--- src/hdl/hlc_pkg.sv ---
// What this block does
// [RULE_01] While overdriving, the boost bit raises the feedback loop gain.
// [RULE_02] The coupling bit switches the input pin common-mode bias on.
// [RULE_03] Software sets the coupling bit only for analog input mode.
// [RULE_04] Resonant mode seeds drive time as field x 0.1 ms + 0.5 ms.
// [RULE_05] Resonant drive time is then adjusted by feedback while running.
// [RULE_06] Software sets the drive-time field near half the resonance period.
// [RULE_07] Eccentric mode samples back-EMF every field x 0.2 ms + 1 ms.
// [RULE_08] First register at 0x1B: boost 7, reserved 6, bias 5, time 4:0.
// [RULE_09] Second register at 0x1C: direction 7 and stabilizer 6, both 1.
// [RULE_10] Unidirectional mode scales input linearly, brakes from feedback.
// [RULE_11] Software uses unidirectional mode only when running closed-loop.
// [RULE_12] Bidirectional open-loop brakes below 50% and drives above 50%.
// [RULE_13] Resonance sampling time is 150, 200, 250 or 300 us, reset 3.
// [RULE_14] The reserved bit ignores writes and reads as zero.
package hlc_pkg;

  // ****************************************
  // Register map
  // ****************************************
  localparam logic [7:0] CTRL1_ADDR = 8'h1b;
  localparam logic [7:0] CTRL2_ADDR = 8'h1c;
  localparam logic [7:0] CTRL1_RST  = 8'h93;
  localparam logic [3:0] CTRL2_RST  = 4'hf;
  localparam int         BOOST_BIT  = 7;
  localparam int         CM_BIT     = 5;
  localparam int         DT_MSB     = 4;
  localparam int         DIR_BIT    = 7;
  localparam int         STAB_BIT   = 6;
  localparam int         ST_MSB     = 5;
  localparam int         ST_LSB     = 4;

  // ****************************************
  // Timing
  // ****************************************
  localparam int CLK_NS      = 40;
  localparam int RES_STEP_NS = 100000;
  localparam int RES_BASE_NS = 500000;
  localparam int ECC_STEP_NS = 200000;
  localparam int ECC_BASE_NS = 1000000;
  localparam int ST_BASE_NS  = 150000;
  localparam int ST_STEP_NS  = 50000;
  localparam int ADJ_NS      = 1000;
  localparam int RES_STEP_CYC = (RES_STEP_NS + CLK_NS - 1) / CLK_NS;
  localparam int RES_BASE_CYC = (RES_BASE_NS + CLK_NS - 1) / CLK_NS;
  localparam int ECC_STEP_CYC = (ECC_STEP_NS + CLK_NS - 1) / CLK_NS;
  localparam int ECC_BASE_CYC = (ECC_BASE_NS + CLK_NS - 1) / CLK_NS;
  localparam int ST_BASE_CYC  = (ST_BASE_NS + CLK_NS - 1) / CLK_NS;
  localparam int ST_STEP_CYC  = (ST_STEP_NS + CLK_NS - 1) / CLK_NS;
  localparam int ADJ_CYC      = (ADJ_NS + CLK_NS - 1) / CLK_NS;
  localparam int CNT_W        = 18;

  // ****************************************
  // Carriers
  // ****************************************
  typedef struct packed {
    logic       wr;
    logic       rd;
    logic [7:0] addr;
    logic [7:0] wdata;
  } hlc_req_s;

  typedef struct packed {
    logic [7:0] amp;
    logic       pos;
    logic       brake;
  } hlc_drive_s;

endpackage

--- src/hdl/hlc_tick_timer.sv ---
module hlc_tick_timer
  import hlc_pkg::*;
#(
  parameter int W = 18
) (
  // Clock and reset
  input  wire logic         mclk,
  input  wire logic         nrst,
  input  wire logic         ce,
  // Control
  input  wire logic         en,
  input  wire logic [W-1:0] period,
  // Event
  output logic              tick_ff
);
  logic [W-1:0] cnt_ff;
  logic [W-1:0] nxt_cnt;
  logic         nxt_tick;

  always_comb begin
    nxt_cnt  = cnt_ff;
    nxt_tick = 1'b0;
    if (!en) begin
      nxt_cnt = '0;
    end else if (cnt_ff + W'(1) >= period) begin
      nxt_cnt  = '0;
      nxt_tick = 1'b1;
    end else begin
      nxt_cnt = cnt_ff + W'(1);
    end
  end

  always_ff @(posedge mclk or negedge nrst) begin
    if (!nrst) begin
      cnt_ff  <= '0;
      tick_ff <= 1'b0;
    end else if (ce) begin
      cnt_ff  <= nxt_cnt;
      tick_ff <= nxt_tick;
    end
  end
endmodule // hlc_tick_timer

--- src/hdl/hlc_loop_ctrl.sv ---
module hlc_loop_ctrl
  import hlc_pkg::*;
#(
  parameter int RES_BASE = hlc_pkg::RES_BASE_CYC,
  parameter int ECC_STEP = hlc_pkg::ECC_STEP_CYC,
  parameter int ECC_BASE = hlc_pkg::ECC_BASE_CYC
) (
  // Clock and reset
  input  wire logic                mclk,
  input  wire logic                nrst,
  input  wire logic                ce,
  // Register port
  input  wire hlc_pkg::hlc_req_s   req,
  output logic [7:0]               reg_rdata_ff,
  // Engine status
  input  wire logic                linear_resonant_mode,
  input  wire logic                closed_loop,
  input  wire logic                overdriving,
  input  wire logic                brake_near_done,
  input  wire logic                fb_brake,
  input  wire logic                res_early,
  input  wire logic                res_late,
  input  wire logic [7:0]          in_level,
  // Controls out
  output logic                     gain_boost_ff,
  output logic                     cm_bias_en_ff,
  output logic                     brake_gain_reduce_ff,
  output logic [hlc_pkg::CNT_W-1:0] drive_cyc_ff,
  output logic                     drive_tick,
  output logic                     res_sample_tick,
  output hlc_pkg::hlc_drive_s      drive_ff
);
  import hlc_pkg::*;

  // ****************************************
  // Registers
  // ****************************************
  logic [7:0] ctrl1_ff;
  logic [3:0] ctrl2_ff;
  logic [7:0] nxt_ctrl1;
  logic [3:0] nxt_ctrl2;
  logic [7:0] nxt_rdata;

  always_comb begin
    nxt_ctrl1 = ctrl1_ff;
    nxt_ctrl2 = ctrl2_ff;
    nxt_rdata = reg_rdata_ff;
    if (req.wr && req.addr == CTRL1_ADDR) begin // RULE_08
      nxt_ctrl1 = req.wdata & 8'hbf; // RULE_14
    end
    if (req.wr && req.addr == CTRL2_ADDR) begin // RULE_09
      nxt_ctrl2 = req.wdata[7:4];
    end
    if (req.rd) begin
      unique case (req.addr)
        CTRL1_ADDR: nxt_rdata = ctrl1_ff & 8'hbf; // RULE_14
        CTRL2_ADDR: nxt_rdata = {ctrl2_ff, 4'h0};
        default:    nxt_rdata = 8'h00;
      endcase
    end
  end

  always_ff @(posedge mclk or negedge nrst) begin
    if (!nrst) begin
      ctrl1_ff     <= CTRL1_RST; // RULE_01
      ctrl2_ff     <= CTRL2_RST; // RULE_09
      reg_rdata_ff <= 8'h00;
    end else if (ce) begin
      ctrl1_ff     <= nxt_ctrl1;
      ctrl2_ff     <= nxt_ctrl2;
      reg_rdata_ff <= nxt_rdata;
    end
  end

  // ****************************************
  // Loop gain and bias controls
  // ****************************************
  logic nxt_boost;
  logic nxt_cm;
  logic nxt_stab;

  always_comb begin
    nxt_boost = ctrl1_ff[BOOST_BIT] & overdriving; // RULE_01
    nxt_cm    = ctrl1_ff[CM_BIT]; // RULE_02
    nxt_stab  = ctrl2_ff[STAB_BIT-4] & brake_near_done;
  end

  always_ff @(posedge mclk or negedge nrst) begin
    if (!nrst) begin
      gain_boost_ff        <= 1'b0;
      cm_bias_en_ff        <= 1'b0;
      brake_gain_reduce_ff <= 1'b0;
    end else if (ce) begin
      gain_boost_ff        <= nxt_boost;
      cm_bias_en_ff        <= nxt_cm;
      brake_gain_reduce_ff <= nxt_stab;
    end
  end

  // ****************************************
  // Drive time
  // ****************************************
  logic [CNT_W-1:0] seed_cyc;
  logic [CNT_W-1:0] nxt_drive_cyc;
  logic [CNT_W-1:0] st_cyc;
  logic [4:0]       dt_field;
  logic             reseed;

  assign dt_field = ctrl1_ff[DT_MSB:0];
  assign reseed   = (req.wr && req.addr == CTRL1_ADDR)
                    || !linear_resonant_mode;

  always_comb begin
    if (linear_resonant_mode) begin
      seed_cyc = CNT_W'(int'(nxt_ctrl1[DT_MSB:0]) * RES_STEP_CYC
                        + RES_BASE); // RULE_04
    end else begin
      seed_cyc = CNT_W'(int'(dt_field) * ECC_STEP + ECC_BASE); // RULE_07
    end
    st_cyc = CNT_W'(int'(ctrl2_ff[ST_MSB-4:ST_LSB-4]) * ST_STEP_CYC
                    + ST_BASE_CYC); // RULE_13
    nxt_drive_cyc = drive_cyc_ff;
    if (reseed) begin
      nxt_drive_cyc = seed_cyc;
    end else if (res_early && !res_late
                 && drive_cyc_ff > CNT_W'(2 * ADJ_CYC)) begin
      nxt_drive_cyc = drive_cyc_ff - CNT_W'(ADJ_CYC); // RULE_05
    end else if (res_late && !res_early
                 && drive_cyc_ff < {CNT_W{1'b1}} - CNT_W'(ADJ_CYC)) begin
      nxt_drive_cyc = drive_cyc_ff + CNT_W'(ADJ_CYC); // RULE_05
    end
  end

  always_ff @(posedge mclk or negedge nrst) begin
    if (!nrst) begin
      drive_cyc_ff <= CNT_W'(int'(CTRL1_RST[DT_MSB:0]) * RES_STEP_CYC
                             + RES_BASE);
    end else if (ce) begin
      drive_cyc_ff <= nxt_drive_cyc;
    end
  end

  hlc_tick_timer #(.W(CNT_W)) u_drive_timer (
    .mclk   (mclk),
    .nrst   (nrst),
    .ce     (ce),
    .en     (1'b1),
    .period (drive_cyc_ff),
    .tick_ff(drive_tick)
  );

  hlc_tick_timer #(.W(CNT_W)) u_sample_timer (
    .mclk   (mclk),
    .nrst   (nrst),
    .ce     (ce),
    .en     (linear_resonant_mode),
    .period (st_cyc),
    .tick_ff(res_sample_tick)
  );

  // ****************************************
  // Input level mapping
  // ****************************************
  hlc_drive_s nxt_drive;
  logic [7:0] inv_level;

  always_comb begin
    inv_level = ~in_level;
    nxt_drive = '0;
    if (!ctrl2_ff[DIR_BIT-4]) begin
      nxt_drive.amp   = in_level; // RULE_10
      nxt_drive.pos   = 1'b1;
      nxt_drive.brake = fb_brake; // RULE_10
    end else if (!closed_loop) begin
      if (in_level[7]) begin
        nxt_drive.amp = {in_level[6:0], in_level[6]}; // RULE_12
        nxt_drive.pos = 1'b1;
      end else begin
        nxt_drive.amp   = {inv_level[6:0], inv_level[6]}; // RULE_12
        nxt_drive.brake = 1'b1; // RULE_12
      end
    end else begin
      nxt_drive.brake = fb_brake;
      if (in_level[7]) begin
        nxt_drive.amp = {in_level[6:0], in_level[6]};
        nxt_drive.pos = 1'b1;
      end
    end
  end

  always_ff @(posedge mclk or negedge nrst) begin
    if (!nrst) begin
      drive_ff <= '0;
    end else if (ce) begin
      drive_ff <= nxt_drive;
    end
  end
endmodule // hlc_loop_ctrl

--- config.mk ---
export PLATFORM = sky130hd
export DESIGN_NAME = hlc_loop_ctrl
export DESIGN_NICKNAME = d
export VERILOG_FILES = /design/src/hdl/hlc_pkg.sv /design/src/hdl/hlc_tick_timer.sv /design/src/hdl/hlc_loop_ctrl.sv
export SDC_FILE = /design/constraint.sdc
export NUM_CORES = 1
export LEC_CHECK = 0
export BUFFER_PORTS_ARGS = -buffer_cell sky130_fd_sc_hd__buf_2
export CAP_MARGIN = 20
export CORE_UTILIZATION = 59
export DETAILED_ROUTE_END_ITERATION = 16
export PLACE_DENSITY = 0.79
export SYNTH_ARGS = -nofsm -noshare
export SYNTH_HDL_FRONTEND = slang
export SYNTH_HIERARCHICAL = 1
export SYNTH_SLANG_ARGS = --single-unit
--- constraint.sdc ---
create_clock -name mclk -period 12.2 [get_ports mclk]
set_input_delay 2.44 -clock mclk [delete_from_list [all_inputs] [get_ports mclk]]
set_output_delay 2.44 -clock mclk [all_outputs]
set_load 0.05 [all_outputs]
==> flow_metrics.tcl, run 1 <==
set metrics [dict create \
    status "finished, final reports clean" \
    syn_avg_cell_area_sq_um 8.638 \
    multi_input_area_sq_um 5938 \
    ant_nets 0 \
    relSlewSlack_pct 53.19 \
    port-buffer-count 76 \
    yosysTopAreaCellShare_pct 21.21 \
    area_delta_synth_final_pct 9.516 \
    crit_path_frequent_cell "ha_1" \
    ctsHoldBuffers 0 \
    power.density_nw_per_um2 103.8 \
    cts_tree "yes" \
    setup_viol 0 \
    post-place-ws_ns 4.725 \
    synth_edf_count 0 \
    final.min_clock_period_ns 7.135 \
    yosysWarnings 6 \
    final_cell_mix "ha_1, nand2_1, inv_1, buf_2, dfrtp_1" \
    switching_power_mw 0.3861 \
    drv_slew 0 \
    cts-resized-gates 0 \
    cts-htree-levels 3 \
    reg2reg_from "ctrl1_ff[3]" \
    fin_nets 1221 \
    utilization_pct 67.17 \
    hp-class "flip-flop to flip-flop" \
    postCtsSetupBuffers 0 \
    drv_cap 0 \
    p_comb_share_pct 33.6 \
    p_total_mw 0.9790 \
    hp-start "reg_rdata_ff[0]" \
    drt-initial-drc-count 656 \
    place_hpwl_mm 15.65 \
    die_w_microns 122.8 \
    grt_use_total_pct 29.63 \
    final_common_cell "ha_1" \
    worstSetupPathType "input pin to flip-flop" \
    synth_top_area_cell "dfrtp_1" \
    route.met3.wl_microns 911 \
    yosysUniqueCellTypes 83 \
    dpl_cell_area_sq_um 9128 \
    vdd_drop_max_mv 0.07627 \
    place.gp.congestion 0.9598 \
    wl_mm 20.91 \
    regToRegEndpoint "drive_cyc_ff[14]" \
    end_kind "flip-flop" \
    fill_cells 1200 \
    p_clk_share_pct 30.1 \
    worstMarginPinSlew_ns 0.7021 \
    worst_path_largest_cell_delay_ns 0.63 \
    die_y_microns 122.8 \
    core-area_sq_um 14040 \
    reg2reg_depth 16 \
    hold_ws_ns 0.4831 \
    final_cells 1247 \
    synthCells 997 \
    highest_layer "met4" \
    slowest_stage "and3_1" \
    setup_ws_ns 5.065 \
    synthArstFlopShare_pct 100.0 \
    wl_per_cell_microns 16.76 \
    ys_ff_latch 88 \
    grt_pass1_vias 7181 \
    cts_sinks 88 \
    first_pass_iters 5 \
    grt_max_degree 48 \
    overflow 0 \
    swShare_pct 39.44 \
    pwr-share-seq_pct 36.3 \
    clk_pin_slew_ns 0.07 \
    grt_pass1_wl_mm 34.96 \
    min_period_over_period_pct 58.48 \
    synth_area_sq_um 8612 \
    cp_cell_sequence "buf_2 > and4bb_2 > and3_1 > mux2i_1 > inv_1 > ha_1 > inv_1 > ha_1 > or2_2 > ha_1 > fa_1 > ha_1 > o21ai_1 > o21ai_0 > or3b_1 > a211oi_1 > xnor2_1 > o21ai_0 > a21oi_1 > o31ai_1" \
    intPower_mw 0.5929 \
    initial_core_util_pct 61.33 \
    tns_ns 0 \
    register_area_sq_um 2221 \
    holdPathEnd "reg_rdata_ff[0]" \
    met2_wirelength_mm 9.590 \
    synthFlopType "dfrtp_1" \
    ys_seq_area_share_pct 25.79 \
    grt_antenna_before_repair 0 \
    p_leak_nw 4.729 \
    clockRootBuffer "clkbuf_16" \
    hold_viol 0 \
    cp-start-kind "input pin" \
    fp-row-count 43 \
    via_count 7564 \
    post-route-drc-count 0 \
    cp.required_ns 12.47 \
    synth_area_leaders "dfrtp_1, ha_1, xnor2_1" \
    wl_met1_mm 9.929 \
    min_path_cells 2 \
    clk_path_buf_depth 2 \
    r2r_slack_ns 7.68 \
    skew_ns 0.004962 \
    pin_count 77 \
    crit_arrival_ns 7.41 \
    drive_gt1_share_pct 14.71 \
    critPathMaxFanout 17 \
    fin_area_sq_um 9432 \
    cts_made_buffers 9 \
    die_area_sq_um 15080 \
    clock_latency_ns 0.36 \
    vias_per_cell 6.066 \
    num_antenna_cells 0 \
    grt_setup_unrepaired "false" \
    dp_cells 1231 \
    max_freq_ghz 0.1402 \
]
Yosys cell counts (4+ instances only):
cell       count
nand2_1       90
a211oi_1      15
xnor2_1       46
dfrtp_1       73
o31ai_1       25
and3_1        15
nor2_1        65
and2_1         5
a21o_1         9
o21ai_1        5
nand3_1       36
nand2b_1       7
or2_2          6
inv_1         77
a21oi_1       39
a22o_1        18
o21ai_0       54
o2bb2ai_1     16
ha_1         116
a31oi_1       11
nor3_1        26
nor4_1         5
fa_1           7
o21bai_1       5
nand4_1       14
clkbuf_1      16
dfstp_2       15
xor2_1        29
buf_2         13
mux2_2        12
nor2b_1        8
and4_1         7
o211ai_1      18
o21a_1         7
mux2i_1        4
cells by family (layout without fill, tap and decap cells):
kind of cell	count (synthesis)	count (layout)	share of synthesized area [%]
flip-flops	88	88	25.79
AO/OA/AOI/OAI	261	261	21.37
other	2	9	0.08720
multiplexers	18	18	2.325
XOR/XNOR	75	75	7.627
adder cells (fa/ha/maj)	123	123	18.48
buffers and inverters	118	181	5.637
AND/OR/NAND/NOR	312	312	18.68
registers in the layout (all words and copies together) (netlist names):
signal                  cells
brake_gain_reduce_ff        1
cm_bias_en_ff               1
ctrl1_ff                    7
ctrl2_ff                    4
drive_cyc_ff               18
drive_ff                   10
gain_boost_ff               1
reg_rdata_ff                8
u_drive_timer/cnt_ff       18
u_drive_timer/tick_ff       1
u_sample_timer/cnt_ff      18
u_sample_timer/tick_ff      1
routing by layer:
layer / up-vias / GRT usage, %
li1: 3757 / -
met1: 3569 / 40.80
met2: 205 / 47.12
met3: 33 / 4.693
met4: 0 / 10.06
met5: - / 0
power groups by stage:
stage | Sequential, mW | Clock (mW) | Combinational, mW
2_1_floorplan | 0.409 | 0 | 0.186
3_3_place_gp | 0.360 | 0 | 0.316
3_5_place_dp | 0.360 | 0 | 0.323
4_1_cts | 0.355 | 0.299 | 0.326
5_1_grt | 0.360 | 0.311 | 0.363
6_report | 0.356 | 0.295 | 0.329
how the worst max path moves through the flow:
| stage | start | end | slack, ns | cells past startpoint |
|---|---|---|---|---|
| after floorplan | req[13] | drive_cyc_ff[14] | 5.53 | 20 |
| after detailed placement | req[10] | drive_cyc_ff[15] | 4.72 | 20 |
| after global routing | req[14] | drive_cyc_ff[15] | 4.63 | 20 |
| final | req[10] | drive_cyc_ff[14] | 5.07 | 20 |
| after CTS | req[10] | drive_cyc_ff[15] | 5.08 | 20 |
| after global placement | req[10] | drive_cyc_ff[14] | 4.82 | 20 |
area by class of cell:
class                           count  share of cell area, %
Clock buffer                        9                  2.388
Multi-Input combinational cell    798                  62.96
Inverter                           82                  3.263
Tap cell                          180                  2.388
Clock inverter                      7                 0.8358
Timing Repair Buffer               83                  4.617
Sequential cell                    88                  23.55
worst max-delay path, delay by kind of cell:
family                   cells  cell delay (ns)
AO/OA/AOI/OAI                6             1.02
XOR/XNOR                     1             0.11
adder cells (fa/ha/maj)      5             1.57
buffers and inverters        3             0.28
multiplexers                 1             0.30
AND/OR/NAND/NOR              4             1.68
Note: power is estimated with default switching activity, not from simulation.
==> inputs of run 2 (changes only) <==
- CORE_UTILIZATION: 59 -> 56
- clock period: 12.2 -> 6.1 ns (I/O delays scaled with it)
==> run 2 against run 1 <==
Net effect: clock power rose by 99%; first-iteration DRC count rose by 4.9%; largest power group unchanged; global-route usage shrank 1.7 points; largest cell class unchanged.
==> flow_metrics.tcl, run 2 (synthesized netlist as in run 1, its figures left out) <==
set metrics [dict create \
    status "finished, final reports clean" \
    cts-htree-levels 3 \
    grt_max_degree 71 \
    dp_cells 1239 \
    min_path_cells 2 \
    hold_viol 0 \
    num_antenna_cells 0 \
    cp-start-kind "input pin" \
    vdd_drop_max_mv 0.1229 \
    reg_top3 "drive_cyc_ff x18, u_drive_timer/cnt_ff x18, u_sample_timer/cnt_ff x18" \
    setup_viol 0 \
    drv_slew 0 \
    die_area_sq_um 15880 \
    clk_path_buf_depth 2 \
    clk_pin_slew_ns 0.07 \
    worstSetupPathType "input pin to flip-flop" \
    vias_per_cell 6.088 \
    fp-row-count 44 \
    cts_tree "yes" \
    tns_ns 0 \
    end_kind "flip-flop" \
    clock_latency_ns 0.35 \
    overflow 0 \
    worstMarginPinSlew_ns 0.9137 \
    final_cell_mix "ha_1, nand2_1, inv_1, buf_2, dfrtp_1" \
    setup_ws_ns 0.4538 \
    grt_setup_unrepaired "false" \
    cts-resized-gates 0 \
    place_hpwl_mm 16.08 \
    fin_nets 1225 \
    pin_count 77 \
    ctsHoldBuffers 0 \
    drv_cap 0 \
    skew_ns 0.008721 \
    hp-class "flip-flop to flip-flop" \
    relSlewSlack_pct 39.08 \
    die_w_microns 126.0 \
    cts_sinks 88 \
    cts_made_buffers 9 \
    first_pass_iters 5 \
    place.gp.congestion 0.9380 \
    max_freq_ghz 0.1771 \
    grt_pass1_vias 7188 \
    initial_core_util_pct 58.37 \
    port-buffer-count 76 \
    die_y_microns 126.0 \
    hold_ws_ns 0.4864 \
    drt-initial-drc-count 688 \
    crit_arrival_ns 5.89 \
    final.min_clock_period_ns 5.646 \
    wl_per_cell_microns 17.11 \
    min_period_over_period_pct 92.56 \
    grt.met2_usage_pct 46.02 \
    post-route-drc-count 0 \
    reg2reg_depth 15 \
    grt_pass1_wl_mm 36.04 \
    post-place-ws_ns 0.1547 \
    critPathMaxFanout 5 \
    use_met1_pct 38.69 \
    grt_util_met3_pct 2.761 \
    core-area_sq_um 14750 \
    clockRootBuffer "clkbuf_16" \
    power.density_nw_per_um2 208.4 \
    drive_gt1_share_pct 15.03 \
    wl_mm 21.47 \
    via_count 7640 \
    ant_nets 0 \
    grt_busiest_layer "met2" \
    p_leak_nw 4.750 \
    cp.required_ns 6.34 \
    area_delta_synth_final_pct 10.05 \
    final_common_cell "ha_1" \
    postCtsSetupBuffers 0 \
    grt_use_total_pct 27.89 \
    grt_antenna_before_repair 0 \
    final_cells 1255 \
]
-- run 2: cell count changes in the layout (fill, tap and decap cells not counted) --
cell	delta
buf_4	+4
inv_6	-1
clkinv_2	-1
clkinv_8	+1
clkinv_4	+1
-- run 2: layout make-up --
class | instances | area (sq um)
fill | 1280 | 5276
multi-input combinational | 798 | 5938
timing repair buffer | 87 | 465.4
tap | 184 | 230.2
clock buffer | 9 | 225.2
clock inverter | 7 | 90.09
inverter | 82 | 307.8
sequential | 88 | 2221
-- run 2: path summary, 6_finish.rpt --
kind,start,to,slack (ns)
min in group asynchronous,nrst,drive_ff[7],0.73
hold / removal,reg_rdata_ff[5],reg_rdata_ff[5],0.49
setup / recovery,req[10],drive_cyc_ff[16],0.45
max in group asynchronous,nrst,drive_cyc_ff[16],4.19
setup reg to reg,ctrl1_ff[3],drive_cyc_ff[16],1.64
hold reg to reg,reg_rdata_ff[5],reg_rdata_ff[5],0.49
-- run 2: power breakdown --
group	total (mW)	switching [mW]	internal [mW]	leakage, nW
combinational	0.663	0.433	0.229	3.47
clock	0.587	0.260	0.326	0.147
sequential	0.726	0.0919	0.634	1.13
-- run 2: worst max-delay path, cell delays in order --
cell,delay (ns)
buf_2,0.12
and4bb_2,0.34
and3_1,0.31
mux2i_1,0.26
inv_1,0.13
ha_1,0.30
inv_1,0.06
ha_1,0.16
or2_2,0.29
ha_1,0.31
fa_1,0.46
ha_1,0.36
nand3_1,0.12
o2111ai_1,0.26
xor2_1,0.35
a211oi_1,0.13
or3_1,0.38
o2111a_1,0.13
o41ai_2,0.20
-- run 2: routing by layer --
layer  vias to the layer above  part of all wire, %
met3                        38                  4.4
met1                      3644                   46
met2                       200                   47
met4                         0                  2.2
met5                         -                    0
li1                       3758                    -
-- run 2: metrics by stage --
stage                     utilization (%)  total power [mW]  area, sq um
after floorplan                         -             1.190         8638
after global placement              62.10             1.375         9163
after detailed placement            62.10             1.387         9163
after CTS                           64.24             1.972         9478
after global routing                64.24             2.074         9478
final                               64.24             1.975         9478
